File: config.mk
export PLATFORM = sky130hd
export DESIGN_NAME = irpdd_top
export DESIGN_NICKNAME = d
export VERILOG_FILES = /design/src/logic/irpdd_pkg.sv /design/src/logic/irpdd_top.sv
export SDC_FILE = /design/constraint.sdc
export NUM_CORES = 1
export LEC_CHECK = 0
export ABC_AREA = 0
export CAP_MARGIN = 20
export CORE_ASPECT_RATIO = 0.6
export CORE_MARGIN = 5
export CORE_UTILIZATION = 42
export CTS_CLUSTER_DIAMETER = 100
export DETAILED_ROUTE_END_ITERATION = 8
export DONT_BUFFER_PORTS = 1
export PLACE_DENSITY = 0.6
export REMOVE_ABC_BUFFERS = 1
export SYNTH_ARGS = -nofsm -noshare
export SYNTH_HDL_FRONTEND = slang
export SYNTH_SLANG_ARGS = --single-unit
File: constraint.sdc
create_clock -name pclk -period 2.4 [get_ports pclk]
set_clock_uncertainty 0.15 [all_clocks]
set_input_delay 0.48 -clock pclk [delete_from_list [all_inputs] [get_ports pclk]]
set_output_delay 0.48 -clock pclk [all_outputs]
set_load 0.01 [all_outputs]
File: src/logic/irpdd_pkg.sv
// Constants and state types of the infrared pulse-distance decoder
`default_nettype none
package irpdd_pkg;
   // Register byte offsets
   localparam logic [11:0] ADDR_CTRL    = 12'h000; // Control and config
   localparam logic [11:0] ADDR_EXPECT  = 12'h004; // Expected bit count
   localparam logic [11:0] ADDR_TIMEOUT = 12'h008; // Timeout preload
   localparam logic [11:0] ADDR_THRESH  = 12'h00C; // Threshold compare
   localparam logic [11:0] ADDR_STATUS  = 12'h010; // Status and count
   localparam logic [11:0] ADDR_DATA    = 12'h020; // First data word
   localparam logic [11:0] DATA_MASK    = 12'hFE0; // Data window match
   // Control fields
   localparam int CTRL_START = 0;  // Write 1 to begin a read
   localparam int CTRL_INV   = 1;  // Rising edges when set
   localparam int CTRL_PIN   = 2;  // Two-bit pin select
   localparam int CTRL_PRIV  = 4;  // Private timer on pin 0
   localparam int CTRL_PSC   = 8;  // Three-bit prescaler
   // Status fields
   localparam int STAT_BUSY  = 0;  // Read in progress
   localparam int STAT_DONE  = 1;  // Read ended
   localparam int STAT_SHORT = 2;  // Fewer bits than expected
   localparam int STAT_LIMIT = 3;  // Ended on the cycle limit
   localparam int STAT_PRIV  = 4;  // Private timer in use
   localparam int STAT_CNT   = 16; // Nine-bit received count
   // Reset values
   localparam logic [2:0]  PSC_RST     = 3'h6;   // Prescaler after reset
   localparam logic [8:0]  EXPECT_RST  = 9'h020; // Expected bits
   localparam logic [15:0] TIMEOUT_RST = 16'h0000;
   localparam logic [15:0] THRESH_RST  = 16'h0000;
   // Limits
   localparam logic [8:0]  MAX_CYC     = 9'h100; // Cycle limit
   localparam logic [15:0] TMR_TOP     = 16'hFFFF; // Overflow value
   localparam int          DATA_WORDS  = 8;      // 256 bits / 32
   // Decoder states
   typedef enum logic [1:0] {
      IRPDD_IDLE,
      IRPDD_ARMED,
      IRPDD_RUN
   } irpdd_state_e;
   // All state of the decoder
   typedef struct packed {
      irpdd_state_e  st;      // Sequencer state
      logic          inv;     // Edge polarity select
      logic [1:0]    pin;     // Capture pin select
      logic          priv;    // Private timer request
      logic [2:0]    psc;     // Prescaler setting
      logic [8:0]    exp_cnt; // Expected bits
      logic [15:0]   preload; // Timeout preload
      logic [15:0]   thresh;  // Threshold plus preload
      logic [15:0]   timer;   // Up-counting timer
      logic [15:0]   pscnt;   // Prescaler counter
      logic          prev;    // Previous pin level
      logic [8:0]    count;   // Bits decoded
      logic [255:0]  bits;    // Decoded bit buffer
      logic          done;    // Read ended
      logic          short_rx;// Short read
      logic          limit;   // Ended on limit
      logic [31:0]   prdata;  // Read data
      logic          pready;  // Bus ready
      logic          pslverr; // Bus error
      logic          shr_busy;// Shared timer in use
      logic          prv_busy;// Private timer in use
   } irpdd_regs_s;
endpackage
`default_nettype wire

File: src/logic/irpdd_top.sv
// Infrared pulse-distance decoder with APB register access
// Behaviour
// - Time falling edges; rising when inverted
// - Longer than threshold is one, else zero
// - Report actual number of decoded bits
// - Short read ends after silent timeout
// - Full read ends after silent timeout
// - End after 256 counted input cycles
// - Store bits one by one, individually readable
// - Four pins; pin zero may use private timer
// - Eight prescaler settings, six after reset
// - Step doubles per setting, older family
// - Step doubles per setting, newer family
// - Steps scale inversely with clock rate
//
// The implementer's own choices: the APB register port and the register addresses.
`timescale 1ns/1ps
`default_nettype none
module irpdd_top #(
   parameter int BASE_SH = 0 // Log2 of clocks per step at setting 0
) (
   input  wire logic        pclk,
   input  wire logic        presetn,
   input  wire logic        psel,
   input  wire logic        penable,
   input  wire logic        pwrite,
   input  wire logic [11:0] paddr,
   input  wire logic [31:0] pwdata,
   output logic      [31:0] prdata,
   output logic             pready,
   output logic             pslverr,
   input  wire logic [3:0]  cap_pin,
   output logic             done,
   output logic             shr_busy,
   output logic             prv_busy
);

   irpdd_pkg::irpdd_regs_s s_r;   // Registered state
   irpdd_pkg::irpdd_regs_s s_nxt; // Next state

   logic        cur;       // Selected pin level
   logic        act_edge;  // Active edge this cycle
   logic        tick;      // Timer count step
   logic        ovf;       // Timer overflow
   logic        wr_acc;    // Write taking effect
   logic        start;     // Start request accepted
   logic [31:0] rdata;     // Read mux output
   logic        rmapped;   // Address is mapped

   // Mask of prescaler bits that must be all ones for a step
   function automatic logic [15:0] tick_mask(input logic [2:0] psc);
      logic [15:0] m;
      m = 16'h0000;
      for (int i = 0; i < 16; i++) begin
         m[i] = (i < (int'(psc) + BASE_SH));
      end
      return m;
   endfunction

   // Address falls in the data word window
   function automatic logic is_data(input logic [11:0] a);
      return (a & irpdd_pkg::DATA_MASK) == irpdd_pkg::ADDR_DATA;
   endfunction

   // Pin selection and edge detection
   always_comb begin
      cur = cap_pin[s_r.pin];
      // Falling by default, rising when inverted
      act_edge = s_r.inv ? (cur & ~s_r.prev) : (~cur & s_r.prev);
      // Step every 2^(psc+BASE_SH) clocks
      tick = (s_r.pscnt & tick_mask(s_r.psc)) == tick_mask(s_r.psc);
      ovf  = tick && (s_r.timer == irpdd_pkg::TMR_TOP);
   end

   // Read data mux
   always_comb begin
      rdata   = 32'h0000_0000;
      rmapped = 1'b1;
      if (paddr == irpdd_pkg::ADDR_CTRL) begin
         rdata[irpdd_pkg::CTRL_INV]         = s_r.inv;
         rdata[irpdd_pkg::CTRL_PIN +: 2]    = s_r.pin;
         rdata[irpdd_pkg::CTRL_PRIV]        = s_r.priv;
         rdata[irpdd_pkg::CTRL_PSC +: 3]    = s_r.psc;
      end else if (paddr == irpdd_pkg::ADDR_EXPECT) begin
         rdata[8:0] = s_r.exp_cnt;
      end else if (paddr == irpdd_pkg::ADDR_TIMEOUT) begin
         rdata[15:0] = s_r.preload;
      end else if (paddr == irpdd_pkg::ADDR_THRESH) begin
         rdata[15:0] = s_r.thresh;
      end else if (paddr == irpdd_pkg::ADDR_STATUS) begin
         rdata[irpdd_pkg::STAT_BUSY]  = (s_r.st != irpdd_pkg::IRPDD_IDLE);
         rdata[irpdd_pkg::STAT_DONE]  = s_r.done;
         rdata[irpdd_pkg::STAT_SHORT] = s_r.short_rx;
         rdata[irpdd_pkg::STAT_LIMIT] = s_r.limit;
         rdata[irpdd_pkg::STAT_PRIV]  = s_r.prv_busy;
         // Actual number of bits decoded
         rdata[irpdd_pkg::STAT_CNT +: 9] = s_r.count;
      end else if (is_data(paddr)) begin
         // Each bit readable in its own position
         rdata = s_r.bits[paddr[4:2]*32 +: 32];
      end else begin
         rmapped = 1'b0;
      end
   end

   // Bus handshake terms
   always_comb begin
      wr_acc = psel && penable && s_r.pready && pwrite;
      start  = wr_acc && (paddr == irpdd_pkg::ADDR_CTRL)
               && pwdata[irpdd_pkg::CTRL_START]
               && (s_r.st == irpdd_pkg::IRPDD_IDLE);
   end

   // Next-state logic
   always_comb begin
      s_nxt       = s_r;
      s_nxt.prev  = cur;
      s_nxt.pscnt = 16'(s_r.pscnt + 16'h0001);
      // Ready one cycle after setup, error for unmapped address
      s_nxt.pready  = psel && !penable;
      s_nxt.pslverr = psel && !penable && !rmapped;
      if (psel && !penable) begin
         s_nxt.prdata = pwrite ? 32'h0000_0000 : rdata;
      end
      // Configuration writes only while idle
      if (wr_acc && (s_r.st == irpdd_pkg::IRPDD_IDLE)) begin
         if (paddr == irpdd_pkg::ADDR_CTRL) begin
            s_nxt.inv  = pwdata[irpdd_pkg::CTRL_INV];
            s_nxt.pin  = pwdata[irpdd_pkg::CTRL_PIN +: 2];
            s_nxt.priv = pwdata[irpdd_pkg::CTRL_PRIV];
            s_nxt.psc  = pwdata[irpdd_pkg::CTRL_PSC +: 3];
         end else if (paddr == irpdd_pkg::ADDR_EXPECT) begin
            s_nxt.exp_cnt = pwdata[8:0];
         end else if (paddr == irpdd_pkg::ADDR_TIMEOUT) begin
            s_nxt.preload = pwdata[15:0];
         end else if (paddr == irpdd_pkg::ADDR_THRESH) begin
            s_nxt.thresh = pwdata[15:0];
         end
      end
      // Sequencer
      case (s_r.st)
         irpdd_pkg::IRPDD_IDLE: begin
            if (start) begin
               s_nxt.st       = irpdd_pkg::IRPDD_ARMED;
               s_nxt.count    = 9'h000;
               s_nxt.bits     = '0;
               s_nxt.done     = 1'b0;
               s_nxt.short_rx = 1'b0;
               s_nxt.limit    = 1'b0;
               s_nxt.timer    = s_r.preload;
               s_nxt.pscnt    = 16'h0000;
               // Compare against the new pin, not the old one
               s_nxt.prev     = cap_pin[pwdata[irpdd_pkg::CTRL_PIN +: 2]];
               // Pins 1 to 3 always take the shared timer
               // Timer choice follows the control word being written
               if (pwdata[irpdd_pkg::CTRL_PRIV]
                   && (pwdata[irpdd_pkg::CTRL_PIN +: 2] == 2'h0)) begin
                  s_nxt.prv_busy = 1'b1;
               end else begin
                  s_nxt.shr_busy = 1'b1;
               end
            end
         end
         irpdd_pkg::IRPDD_ARMED: begin
            if (act_edge) begin
               // First edge only starts timing
               s_nxt.st    = irpdd_pkg::IRPDD_RUN;
               s_nxt.timer = s_r.preload;
            end else if (ovf) begin
               // No edge within the timeout
               s_nxt.st       = irpdd_pkg::IRPDD_IDLE;
               s_nxt.done     = 1'b1;
               s_nxt.short_rx = (s_r.exp_cnt != 9'h000);
               s_nxt.shr_busy = 1'b0;
               s_nxt.prv_busy = 1'b0;
            end else if (tick) begin
               s_nxt.timer = 16'(s_r.timer + 16'h0001);
            end
         end
         irpdd_pkg::IRPDD_RUN: begin
            if (act_edge) begin
               // Decode against threshold and store in order
               s_nxt.bits[s_r.count[7:0]] = (s_r.timer > s_r.thresh);
               s_nxt.count = 9'(s_r.count + 9'h001);
               s_nxt.timer = s_r.preload;
               if (9'(s_r.count + 9'h001) == irpdd_pkg::MAX_CYC) begin
                  // Continuous input ends at the cycle limit
                  s_nxt.st       = irpdd_pkg::IRPDD_IDLE;
                  s_nxt.done     = 1'b1;
                  s_nxt.limit    = 1'b1;
                  s_nxt.short_rx = (irpdd_pkg::MAX_CYC < s_r.exp_cnt);
                  s_nxt.shr_busy = 1'b0;
                  s_nxt.prv_busy = 1'b0;
               end
            end else if (ovf) begin
               // Silence ends both short and full reads
               s_nxt.st       = irpdd_pkg::IRPDD_IDLE;
               s_nxt.done     = 1'b1;
               s_nxt.short_rx = (s_r.count < s_r.exp_cnt);
               s_nxt.shr_busy = 1'b0;
               s_nxt.prv_busy = 1'b0;
            end else if (tick) begin
               s_nxt.timer = 16'(s_r.timer + 16'h0001);
            end
         end
         default: begin
            s_nxt.st = irpdd_pkg::IRPDD_IDLE;
         end
      endcase
   end

   // State register
   always_ff @(posedge pclk or negedge presetn) begin
      if (!presetn) begin
         s_r          <= '0;
         s_r.st       <= irpdd_pkg::IRPDD_IDLE;
         s_r.psc      <= irpdd_pkg::PSC_RST;
         s_r.exp_cnt  <= irpdd_pkg::EXPECT_RST;
         s_r.preload  <= irpdd_pkg::TIMEOUT_RST;
         s_r.thresh   <= irpdd_pkg::THRESH_RST;
      end else begin
         s_r <= s_nxt;
      end
   end

   // Outputs straight from flops
   assign prdata   = s_r.prdata;
   assign pready   = s_r.pready;
   assign pslverr  = s_r.pslverr;
   assign done     = s_r.done;
   assign shr_busy = s_r.shr_busy;
   assign prv_busy = s_r.prv_busy;
endmodule // irpdd_top
`default_nettype wire

# After elaboration in Yosys (flattened, before gate mapping)
# Cells that the tools add are included.
[totals]
register_bits = 387
latch_bits = 0
mem_bits_rw = 0
rom_bits = 0
elab_cells = 171
n_memories = 0
[classes]
add_sub_neg = 3
mul = 0
n_div = 0
magnitude_cmp = 23
eq_ne = 21
n_shift = 1
mux = 60
bitwise = 8
n_reduce_logical = 34
[op_table]
columns = ["cell", "n"]
rows = [
  ["265-bit one-hot mux with 2 select lines", 1],
  ["301-bit two-way mux", 1],
  ["265-bit two-way mux", 1],
  ["256-bit bitwise mux", 1],
  ["256-bit by 9-bit variable part select with 32-bit output", 1],
  ["16-bit two-way mux", 7],
  ["32-bit two-way mux", 2],
  ["16-bit by 1-bit adder with 16-bit output (second input constant)", 2],
  ["4-bit by 3-bit less-than comparator with 1-bit output (first input constant)", 8],
  ["16-bit one-hot mux with 2 select lines", 1],
  ["2-bit two-way mux", 13],
  ["12-bit by 4-bit == test with 1-bit output (second input constant)", 2],
  ["23-bit two-way mux", 1],
  ["21-bit two-way mux", 1],
  ["9-bit two-way mux", 2],
  ["2-bit one-hot mux with 3 select lines", 3],
  ["17-bit two-way mux", 1],
  ["16-bit bitwise AND", 1],
  ["16-bit == test", 1],
  ["16-bit == test (second input constant)", 1],
  ["16-bit > comparator", 1],
  ["5-bit AND reduction", 3],
  ["1-bit two-way mux", 14],
  ["12-bit by 3-bit == test with 1-bit output (second input constant)", 1],
  ["40 further kinds", 80],
]

# Depth between registers and ports, before layout
# Gate-level depths: netlist of the first run.
[depth]
word_depth = 9
mapped_depth = 11

# Worst setup path after synthesis of the first run
# OpenSTA, ideal clock, no wires.
[synth_timing]
path_kind = "input to register"
from = "input port paddr[4]"
to = "register s_r[358] (netlist bit)"
setup_ns = 0.125
arrival_ns = 2.269
t_required_ns = 2.125
path_slack_ns = -0.143
cell_stages = 8
path_buffers = 3
cell_sequence = "buf_2 nor4_4 and3_1 clkbuf_1 nand3b_1 nor2_2 buf_2 mux2_2"
[synth_via]
elab_chain_len = 3
word_cells_on_any_way = 6
classes_between = "2 x eq/ne; 2 x bitwise; 2 x reduce/logical"
[synth_lines]
columns = ["item", "line_no", "text"]
rows = [
  ["start, declared", "irpdd_top.sv:27", "input wire logic [11:0] paddr,"],
  ["12-bit by 3-bit == test with 1-bit output or 12-bit logical NOT (tied branches)", "irpdd_top.sv:132, irpdd_top.sv:127", ""],
  ["1-bit NOT (no line)", "n/a", ""],
  ["4-bit AND reduction (no line) *", "n/a", ""],
  ["end signal, assigned", "irpdd_top.sv:222", "s_r <= s_nxt;"],
  ["end, declared", "irpdd_top.sv:38", "irpdd_pkg::irpdd_regs_s s_r;"],
]
# Mark *: on every way between the ends. The rest lies on a longest branch, timed or not.
# A chain may end at the register's enable or synchronous reset.

# Worst setup path after layout of the first run
[layout_timing]
from = "register s_r[382] (netlist bit)"
to = "register s_r[231] (netlist bit)"
[layout_via]
elab_chain_len = 7
word_cells_on_any_way = 8
classes_between = "1 x eq/ne; 3 x mux; 3 x bitwise; 1 x reduce/logical"
[layout_lines]
columns = ["item", "line_no", "text"]
rows = [
  ["1-bit binary-select mux with 2-bit select *", "irpdd_top.sv:67", "cur = cap_pin[s_r.pin];"],
  ["1-bit two-way mux (implied by the code) *", "irpdd_top.sv:67", ""],
  ["1-bit NOT", "irpdd_top.sv:69", "act_edge = s_r.inv ? (cur & ~s_r.prev) : (~cur & s_r.prev);"],
  ["1-bit bitwise AND", "irpdd_top.sv:69", ""],
  ["1-bit two-way mux *", "irpdd_top.sv:69", ""],
  ["2-bit != test (no line) *", "n/a", ""],
  ["3-bit AND reduction (no line) *", "n/a", ""],
]
# Mark *: on every way between the ends. The rest lies on a longest branch, timed or not. The select of a mux whose other input is x is not followed.

==> results.sh, run 1 <==
export IMPL_htree_levels=2
export IMPL_multi_input_area_um2=10500
export IMPL_fin_cells=2534
export IMPL_port_buffers=0
export IMPL_final_setup_tns_ps=-43750
export IMPL_clockPowerShare_pct=41.8
export IMPL_finalCriticalPeriod_ps=2650
export IMPL_whs_ps=-514
export IMPL_timing_fmax_ghz=0.378
export IMPL_slew_viol_final=0
export IMPL_crit_slowest_cell="mux4_2"
export IMPL_post_route_drc_count=0
export IMPL_cts_tree="yes"
export IMPL_wl_per_cell_um=24.8
export IMPL_syn_area_um2=20100
export IMPL_hold_path_class="in2async"
export IMPL_ys_types=67
export IMPL_startpoint="s_r[382]$_DFFE_PN0P_"
export IMPL_vias_per_cell=6.46
export IMPL_avgSynthCellArea_um2=10.9
export IMPL_power_density_nw_per_um2=607
export IMPL_dieArea_um2=52400
export IMPL_via_count=16400
export IMPL_internal_power_mw=11.0
export IMPL_syn_inst=1851
export IMPL_diodes=0
export IMPL_crit_chain="mux4_2, mux2_4, nand2_8, nand4_1, buf_6, o211ai_1, o31ai_4"
export IMPL_io_pins=90
export IMPL_nets=1952
export IMPL_synth_top_flop_cell="dfrtp_1"
export IMPL_overflow=0
export IMPL_ys_warn_count=0
export IMPL_cts_buffers=39
export IMPL_drt_iter0_drc=1847
export IMPL_vdd_ir_drop_max_mv=0.429
export IMPL_synth_edf_count=0
export IMPL_die_x_um=292
export IMPL_row_count=62
export IMPL_drive_above_1_share_pct=27.9
export IMPL_netSwitchingFraction_pct=26.4
export IMPL_clk_path_buf_depth=3
export IMPL_fin_ws_ps=-246
export IMPL_critPathMaxStageDelay_ps=540
export IMPL_p_leak_nw=9.99
export IMPL_clkTransAtPathRegs_ps=60
export IMPL_worst_slew_pin_slew_ps=875
export IMPL_cts_root_buf="clkbuf_16"
export IMPL_syn2layout_area_growth_pct=22.2
export IMPL_grt_pass1_vias=15800
export IMPL_power_switching_mw=3.93
export IMPL_dp_cells=2407
export IMPL_startpoint_type="register"
export IMPL_status="finished, violations left"
export IMPL_relSlewSlack_pct=41.6
export IMPL_grt_total_usage_pct=22.9
export IMPL_seqCellArea_um2=9460
export IMPL_dpl_worst_slack_ps=-373
export IMPL_globalplace_congestion=0.930
export IMPL_final_core_util_pct=51.6
export IMPL_rsz0062_at_grt="yes"
export IMPL_critPathArrivalTime_ps=2900
export IMPL_setup_violations=276
export IMPL_grt_pass1_wl_mm=96.8
export IMPL_fill_cells=4046
export IMPL_dp_hpwl_mm=37.7
export IMPL_ys_ff_latch=378
export IMPL_fin_crit_sh_pct=110
export IMPL_antenna_found_initial=1
export IMPL_pwr_share_comb_pct=13.6
export IMPL_hold_buffers=17
export IMPL_finalWirelength_mm=63.0
export IMPL_crit_required_ps=2650
export IMPL_path_class="reg2reg"
export IMPL_ys_async_sr_fraction_pct=100
export IMPL_fp_dieH_um=179
export IMPL_critPathMaxFanout=16
export IMPL_grt_start_max_net_pins=379
export IMPL_hold_violations=377
export IMPL_final_area_um2=24600
export IMPL_core_area_um2=47600
export IMPL_dpl_instance_area_um2=21300
export IMPL_clock_latency_ps=540
export IMPL_crit_reg2reg_launch="s_r[382]$_DFFE_PN0P_"
export IMPL_start_util_pct=42.2
export IMPL_finalPower_mw=14.9
export IMPL_ant_nets=0
export IMPL_seqPwrFrac_pct=44.6
export IMPL_synth_yosys_seq_area_share_pct=47.1
export IMPL_clkSinkCount=378
export IMPL_cp_end_kind="register"
export IMPL_drt_pass1_iter_count=7
export IMPL_drv_cap=0
export IMPL_violations="negative hold slack, negative setup slack"
## logic make-up (layout without fill, tap and decap cells)
family                   Yosys count  count (layout)  synth area share [%]
AO/OA/AOI/OAI                    743             744                  26.4
XOR/XNOR                           7               7                 0.305
adder cells (fa/ha/maj)           34              34                  2.12
buffers and inverters            283             325                  6.38
flip-flops                       378             378                  47.1
multiplexers                     131             131                  10.8
AND/OR/NAND/NOR                  275             275                  6.87
## area by class of cell
class,instances,area share (%)
clock buffers,61,4.97
flip-flops and latches,378,38.5
inverters,43,0.668
well taps,640,3.26
multi-input cells,1191,42.9
repair buffers,212,9.30
clock inverters,9,0.301
## worst max-delay path, delay by kind of cell, from the launching register on
kind / cells / cell delay [ps]
buffers and inverters: 1 / 260
AO/OA/AOI/OAI: 2 / 410
AND/OR/NAND/NOR: 2 / 390
flip-flops: 1 / 370
multiplexers: 2 / 910
## path summary, 6_finish.rpt
kind | end | slack (ps) | depth (start not counted)
setup / recovery | s_r[231]$_DFFE_PN0P_ | -250 | 7
hold / removal | s_r[65]$_DFFE_PN0P_ | -510 | 0
setup reg to reg | s_r[231]$_DFFE_PN0P_ | -250 | 7
hold reg to reg | s_r[381]$_DFFE_PN0P_ | 370 | 1
max in group asynchronous | s_r[276]$_DFFE_PN0P_ | 1890 | 0
min in group pclk | prdata[31]$_DFFE_PN0P_ | 30 | 2
## power groups by stage
stage               registers, mW  clock network (mW)  logic (mW)
CTS                          6.64                6.32        1.92
floorplan                    6.72                   0       0.969
global placement             6.74                   0        1.77
finish                       6.65                6.22        2.03
detailed placement           6.75                   0        1.82
global route                 6.65                6.60        2.16
## sequential cells by signal, summed over array words and instances, names as in the netlist
name and count:
s_r 341, prdata 32, done 1, pready 1, prv_busy 1, pslverr 1, shr_busy 1
## metal layers
layer	global-route usage, %	share of wire (%)	vias to the layer above
met1	36.6	46	8372
met2	32.5	43	672
met3	4.39	8.6	82
li1	-	-	7253
met4	4.12	1.7	2
met5	0	0.017	-
## synth_stat cells, drive strengths merged (4+ instances only)
cell type,number,area (µm²)
nor2b,10,62.6
o21ai,86,430
buf,84,536
nor4,9,86.3
a22oi,4,30.0
o21a,6,45.0
o22ai,20,139
a221oi,5,43.8
o31ai,277,2080
a211oi,7,52.6
dfrtp,375,9380
mux4,66,1490
nand3,28,145
nor2,60,228
o221ai,5,43.8
inv,43,161
and2,8,50.1
nand2b,5,31.3
nand4,25,194
mux2i,36,360
a211o,4,35.0
and3,11,68.8
nor3,13,65.1
a21o,8,60.1
xnor2,4,35.0
a21oi,38,190
nand2,95,367
o211ai,259,1940
a31oi,4,31.3
mux2,29,330
clkbuf,156,586
ha,34,425
## cells in the final DEF (no fill, tap or decap), types with 10 or more instances in the layout
| master | instances |
|---|---|
| dfrtp_1 | 374 |
| o211ai_1 | 259 |
| buf_4 | 144 |
| o31ai_1 | 143 |
| nand2_1 | 92 |
| o31ai_2 | 92 |
| o21ai_0 | 83 |
| mux4_2 | 66 |
| nor2_1 | 57 |
| clkbuf_16 | 45 |
| o31ai_4 | 42 |
| inv_1 | 37 |
| a21oi_1 | 37 |
| mux2i_1 | 36 |
| mux2_2 | 28 |
| ha_1 | 28 |
| buf_12 | 28 |
| nand3_1 | 26 |
| nand4_1 | 19 |
| o22ai_1 | 19 |
| dlygate4sd3_1 | 17 |
| nor3_1 | 12 |
| clkbuf_8 | 12 |
| and3_1 | 11 |
| nor2b_1 | 10 |
## timing repair
action | CTS | global route
pin swaps | 39 | 28
hold endpoints to repair | 428 | 378
endpoints found under the setup margin | 264 | 286
gates cloned | 8 | 6
gates resized for setup | 145 | 83
buffers inserted | 19 | 7
No activity file was read; power rests on OpenSTA's default activity.
==> run 2, diff against run 1 <==
--- a/config.mk
+++ b/config.mk
@@ -13,7 +13,7 @@
 export CTS_CLUSTER_DIAMETER = 100
 export DETAILED_ROUTE_END_ITERATION = 8
 export DONT_BUFFER_PORTS = 1
-export PLACE_DENSITY = 0.6
+export PLACE_DENSITY = 0.57
 export REMOVE_ABC_BUFFERS = 1
 export SYNTH_ARGS = -nofsm -noshare
 export SYNTH_HDL_FRONTEND = slang
==> constraint.sdc (replaced) <==
create_clock -name pclk -period 2.56 [get_ports pclk]
set_clock_uncertainty 0.15 [all_clocks]
set_input_delay 0.512 -clock pclk [delete_from_list [all_inputs] [get_ports pclk]]
set_output_delay 0.512 -clock pclk [all_outputs]
set_load 0.01 [all_outputs]
==> run 2 against run 1 <==
The run ends with negative hold slack, max-slew violations, negative setup slack left. Worst setup slack gained 210 ps. Critical path depth is the same. Global-route usage shrank 0.40 points. Final area grew 0.47%. Largest power group unchanged.
==> results.sh, run 2 (synthesis results as in run 1) <==
export IMPL_status="finished, violations left"
export IMPL_violations="negative hold slack, max-slew violations, negative setup slack"
export IMPL_mostFrequentLayoutCell="dfrtp_1"
export IMPL_drt_pass1_iter_count=5
export IMPL_critPathArrivalTime_ps=2850
export IMPL_port_buffers=0
export IMPL_power_density_nw_per_um2=581
export IMPL_fin_ws_ps=-32.9
export IMPL_dpl_instance_area_um2=21400
export IMPL_row_count=62
export IMPL_relSlewSlack_pct=-0.139
export IMPL_clkTransAtPathRegs_ps=60
export IMPL_drive_above_1_share_pct=28.2
export IMPL_fin_crit_sh_pct=101
export IMPL_cts_root_buf="clkbuf_16"
export IMPL_seqCellArea_um2=9470
export IMPL_clock_latency_ps=550
export IMPL_critPathMaxStageDelay_ps=560
export IMPL_path_class="reg2reg"
export IMPL_syn2layout_area_growth_pct=22.8
export IMPL_ant_nets=0
export IMPL_hold_path_class="in2async"
export IMPL_vdd_ir_drop_max_mv=0.382
export IMPL_r2r_slack_ps=-30
export IMPL_grt_total_usage_pct=22.5
export IMPL_via_count=16400
export IMPL_slew_viol_final=18
export IMPL_crit_reg2reg_launch="s_r[382]$_DFFE_PN0P_"
export IMPL_crit_slowest_cell="mux4_2"
export IMPL_rsz0062_at_grt="yes"
export IMPL_final_setup_tns_ps=-141
export IMPL_hold_buffers=18
export IMPL_die_x_um=292
export IMPL_final_area_um2=24700
export IMPL_vias_per_cell=6.49
export IMPL_multi_input_area_um2=10400
export IMPL_core_area_um2=47600
export IMPL_clkSinkCount=378
export IMPL_nets=1943
export IMPL_cp_depth=7
export IMPL_globalplace_congestion=0.882
export IMPL_hold_violations=375
export IMPL_grt_pass1_wl_mm=94.4
export IMPL_largest_reg_flops=341
export IMPL_crit_chain="mux4_2, mux2_4, nand2_8, nand4_1, buf_12, o211ai_1, o31ai_4"
export IMPL_p_leak_nw=10.1
export IMPL_dp_hpwl_mm=38.5
export IMPL_final_cell_mix="373 x dfrtp_1, 259 x o211ai_1, 129 x o31ai_2"
export IMPL_whs_ps=-483
export IMPL_io_pins=90
export IMPL_startpoint_type="register"
export IMPL_overflow=0
export IMPL_antenna_found_initial=0
export IMPL_dieArea_um2=52400
export IMPL_cts_buffers=39
export IMPL_fill_cells=4058
export IMPL_worst_slew_pin_slew_ps=1500
export IMPL_cts_tree="yes"
export IMPL_setup_worst_path_end="s_r[172]$_DFFE_PN0P_"
export IMPL_crit_required_ps=2820
export IMPL_post_route_drc_count=0
export IMPL_drv_cap=0
export IMPL_cp_num_buf_inv=1
export IMPL_top_register="s_r"
export IMPL_finalCriticalPeriod_ps=2590
export IMPL_setup_violations=14
export IMPL_dp_cells=2398
export IMPL_grt_start_max_net_pins=379
export IMPL_reg2reg_to="s_r[172]$_DFFE_PN0P_"
export IMPL_cp_top_family="multiplexers"
export IMPL_reg2regPathDepth=7
export IMPL_critPathMaxFanout=32
export IMPL_drt_iter0_drc=1682
export IMPL_diodes=0
export IMPL_clk_path_buf_depth=3
export IMPL_start_util_pct=42.2
export IMPL_timing_fmax_ghz=0.386
export IMPL_fp_dieH_um=179
export IMPL_wl_per_cell_um=25.5
export IMPL_cp_end_kind="register"
export IMPL_htree_levels=2
export IMPL_finalWirelength_mm=64.1
export IMPL_fin_cells=2519
export IMPL_grt_pass1_vias=15400
export IMPL_startpoint="s_r[382]$_DFFE_PN0P_"
run 2: routing by layer:
| layer | global-route usage (%) | part of all wire (%) | up-vias |
|---|---|---|---|
| met5 | 0 | 0 | - |
| met4 | 4.29 | 1.8 | 0 |
| met3 | 5.22 | 8.6 | 88 |
| met2 | 30.4 | 42 | 603 |
| met1 | 36.7 | 48 | 8447 |
| li1 | - | - | 7213 |
run 2: worst reg2reg max path, delay by kind of cell (launching register included):
kind / cells / cell delay (ps)
AND/OR/NAND/NOR: 2 / 310
multiplexers: 2 / 980
buffers and inverters: 1 / 230
AO/OA/AOI/OAI: 2 / 420
flip-flops: 1 / 380
run 2: worst min-delay path by stage:
stage	from	end	slack, ps	cells past startpoint
floorplan	presetn	done$_DFFE_PN0P_	70	0
global placement	presetn	s_r[65]$_DFFE_PN0P_	80	0
detailed placement	presetn	s_r[65]$_DFFE_PN0P_	80	0
CTS	presetn	pslverr$_DFF_PN0_	-500	0
global route	presetn	s_r[65]$_DFFE_PN0P_	-490	0
finish	presetn	s_r[65]$_DFFE_PN0P_	-480	0
run 2: where the power goes:
| part | leakage, nW | total (mW) | switching, mW | internal [mW] |
|---|---|---|---|---|
| Clock | 0.638 | 6.04 | 2.46 | 3.58 |
| Sequential | 5.10 | 6.24 | 0.151 | 6.09 |
| Combinational | 4.35 | 2.06 | 1.13 | 0.932 |
| Total | 10.1 | 14.3 | 3.74 | 10.6 |
run 2: area by class of cell:
cell class	count	area share [%]
clock buffer	53	4.59
clock inverter	11	0.761
inverter	43	0.654
multi-input combinational	1191	42.3
sequential	378	38.4
tap	640	3.25
timing repair buffer	203	10.1
run 2: what timing repair did:
item | CTS | global route
cloned | 0 | 22
resized for setup | 14 | 205
setup endpoints to repair | 249 | 281
buffers inserted | 0 | 17
hold endpoints to repair | 429 | 378
pin swaps | 1 | 58
run 2: metrics by stage:
stage          power [mW]  util, %  setup slack (ps)  hold slack, ps
6_report             14.3     51.9             -32.9            -483
5_1_grt              14.9     51.9              -107            -489
4_1_cts              14.2     48.3             0.723            -500
3_5_place_dp         8.10     45.0              -114            77.0
3_3_place_gp         8.08     45.0             -52.0            78.6
2_1_floorplan        7.21        -             -5370            66.4
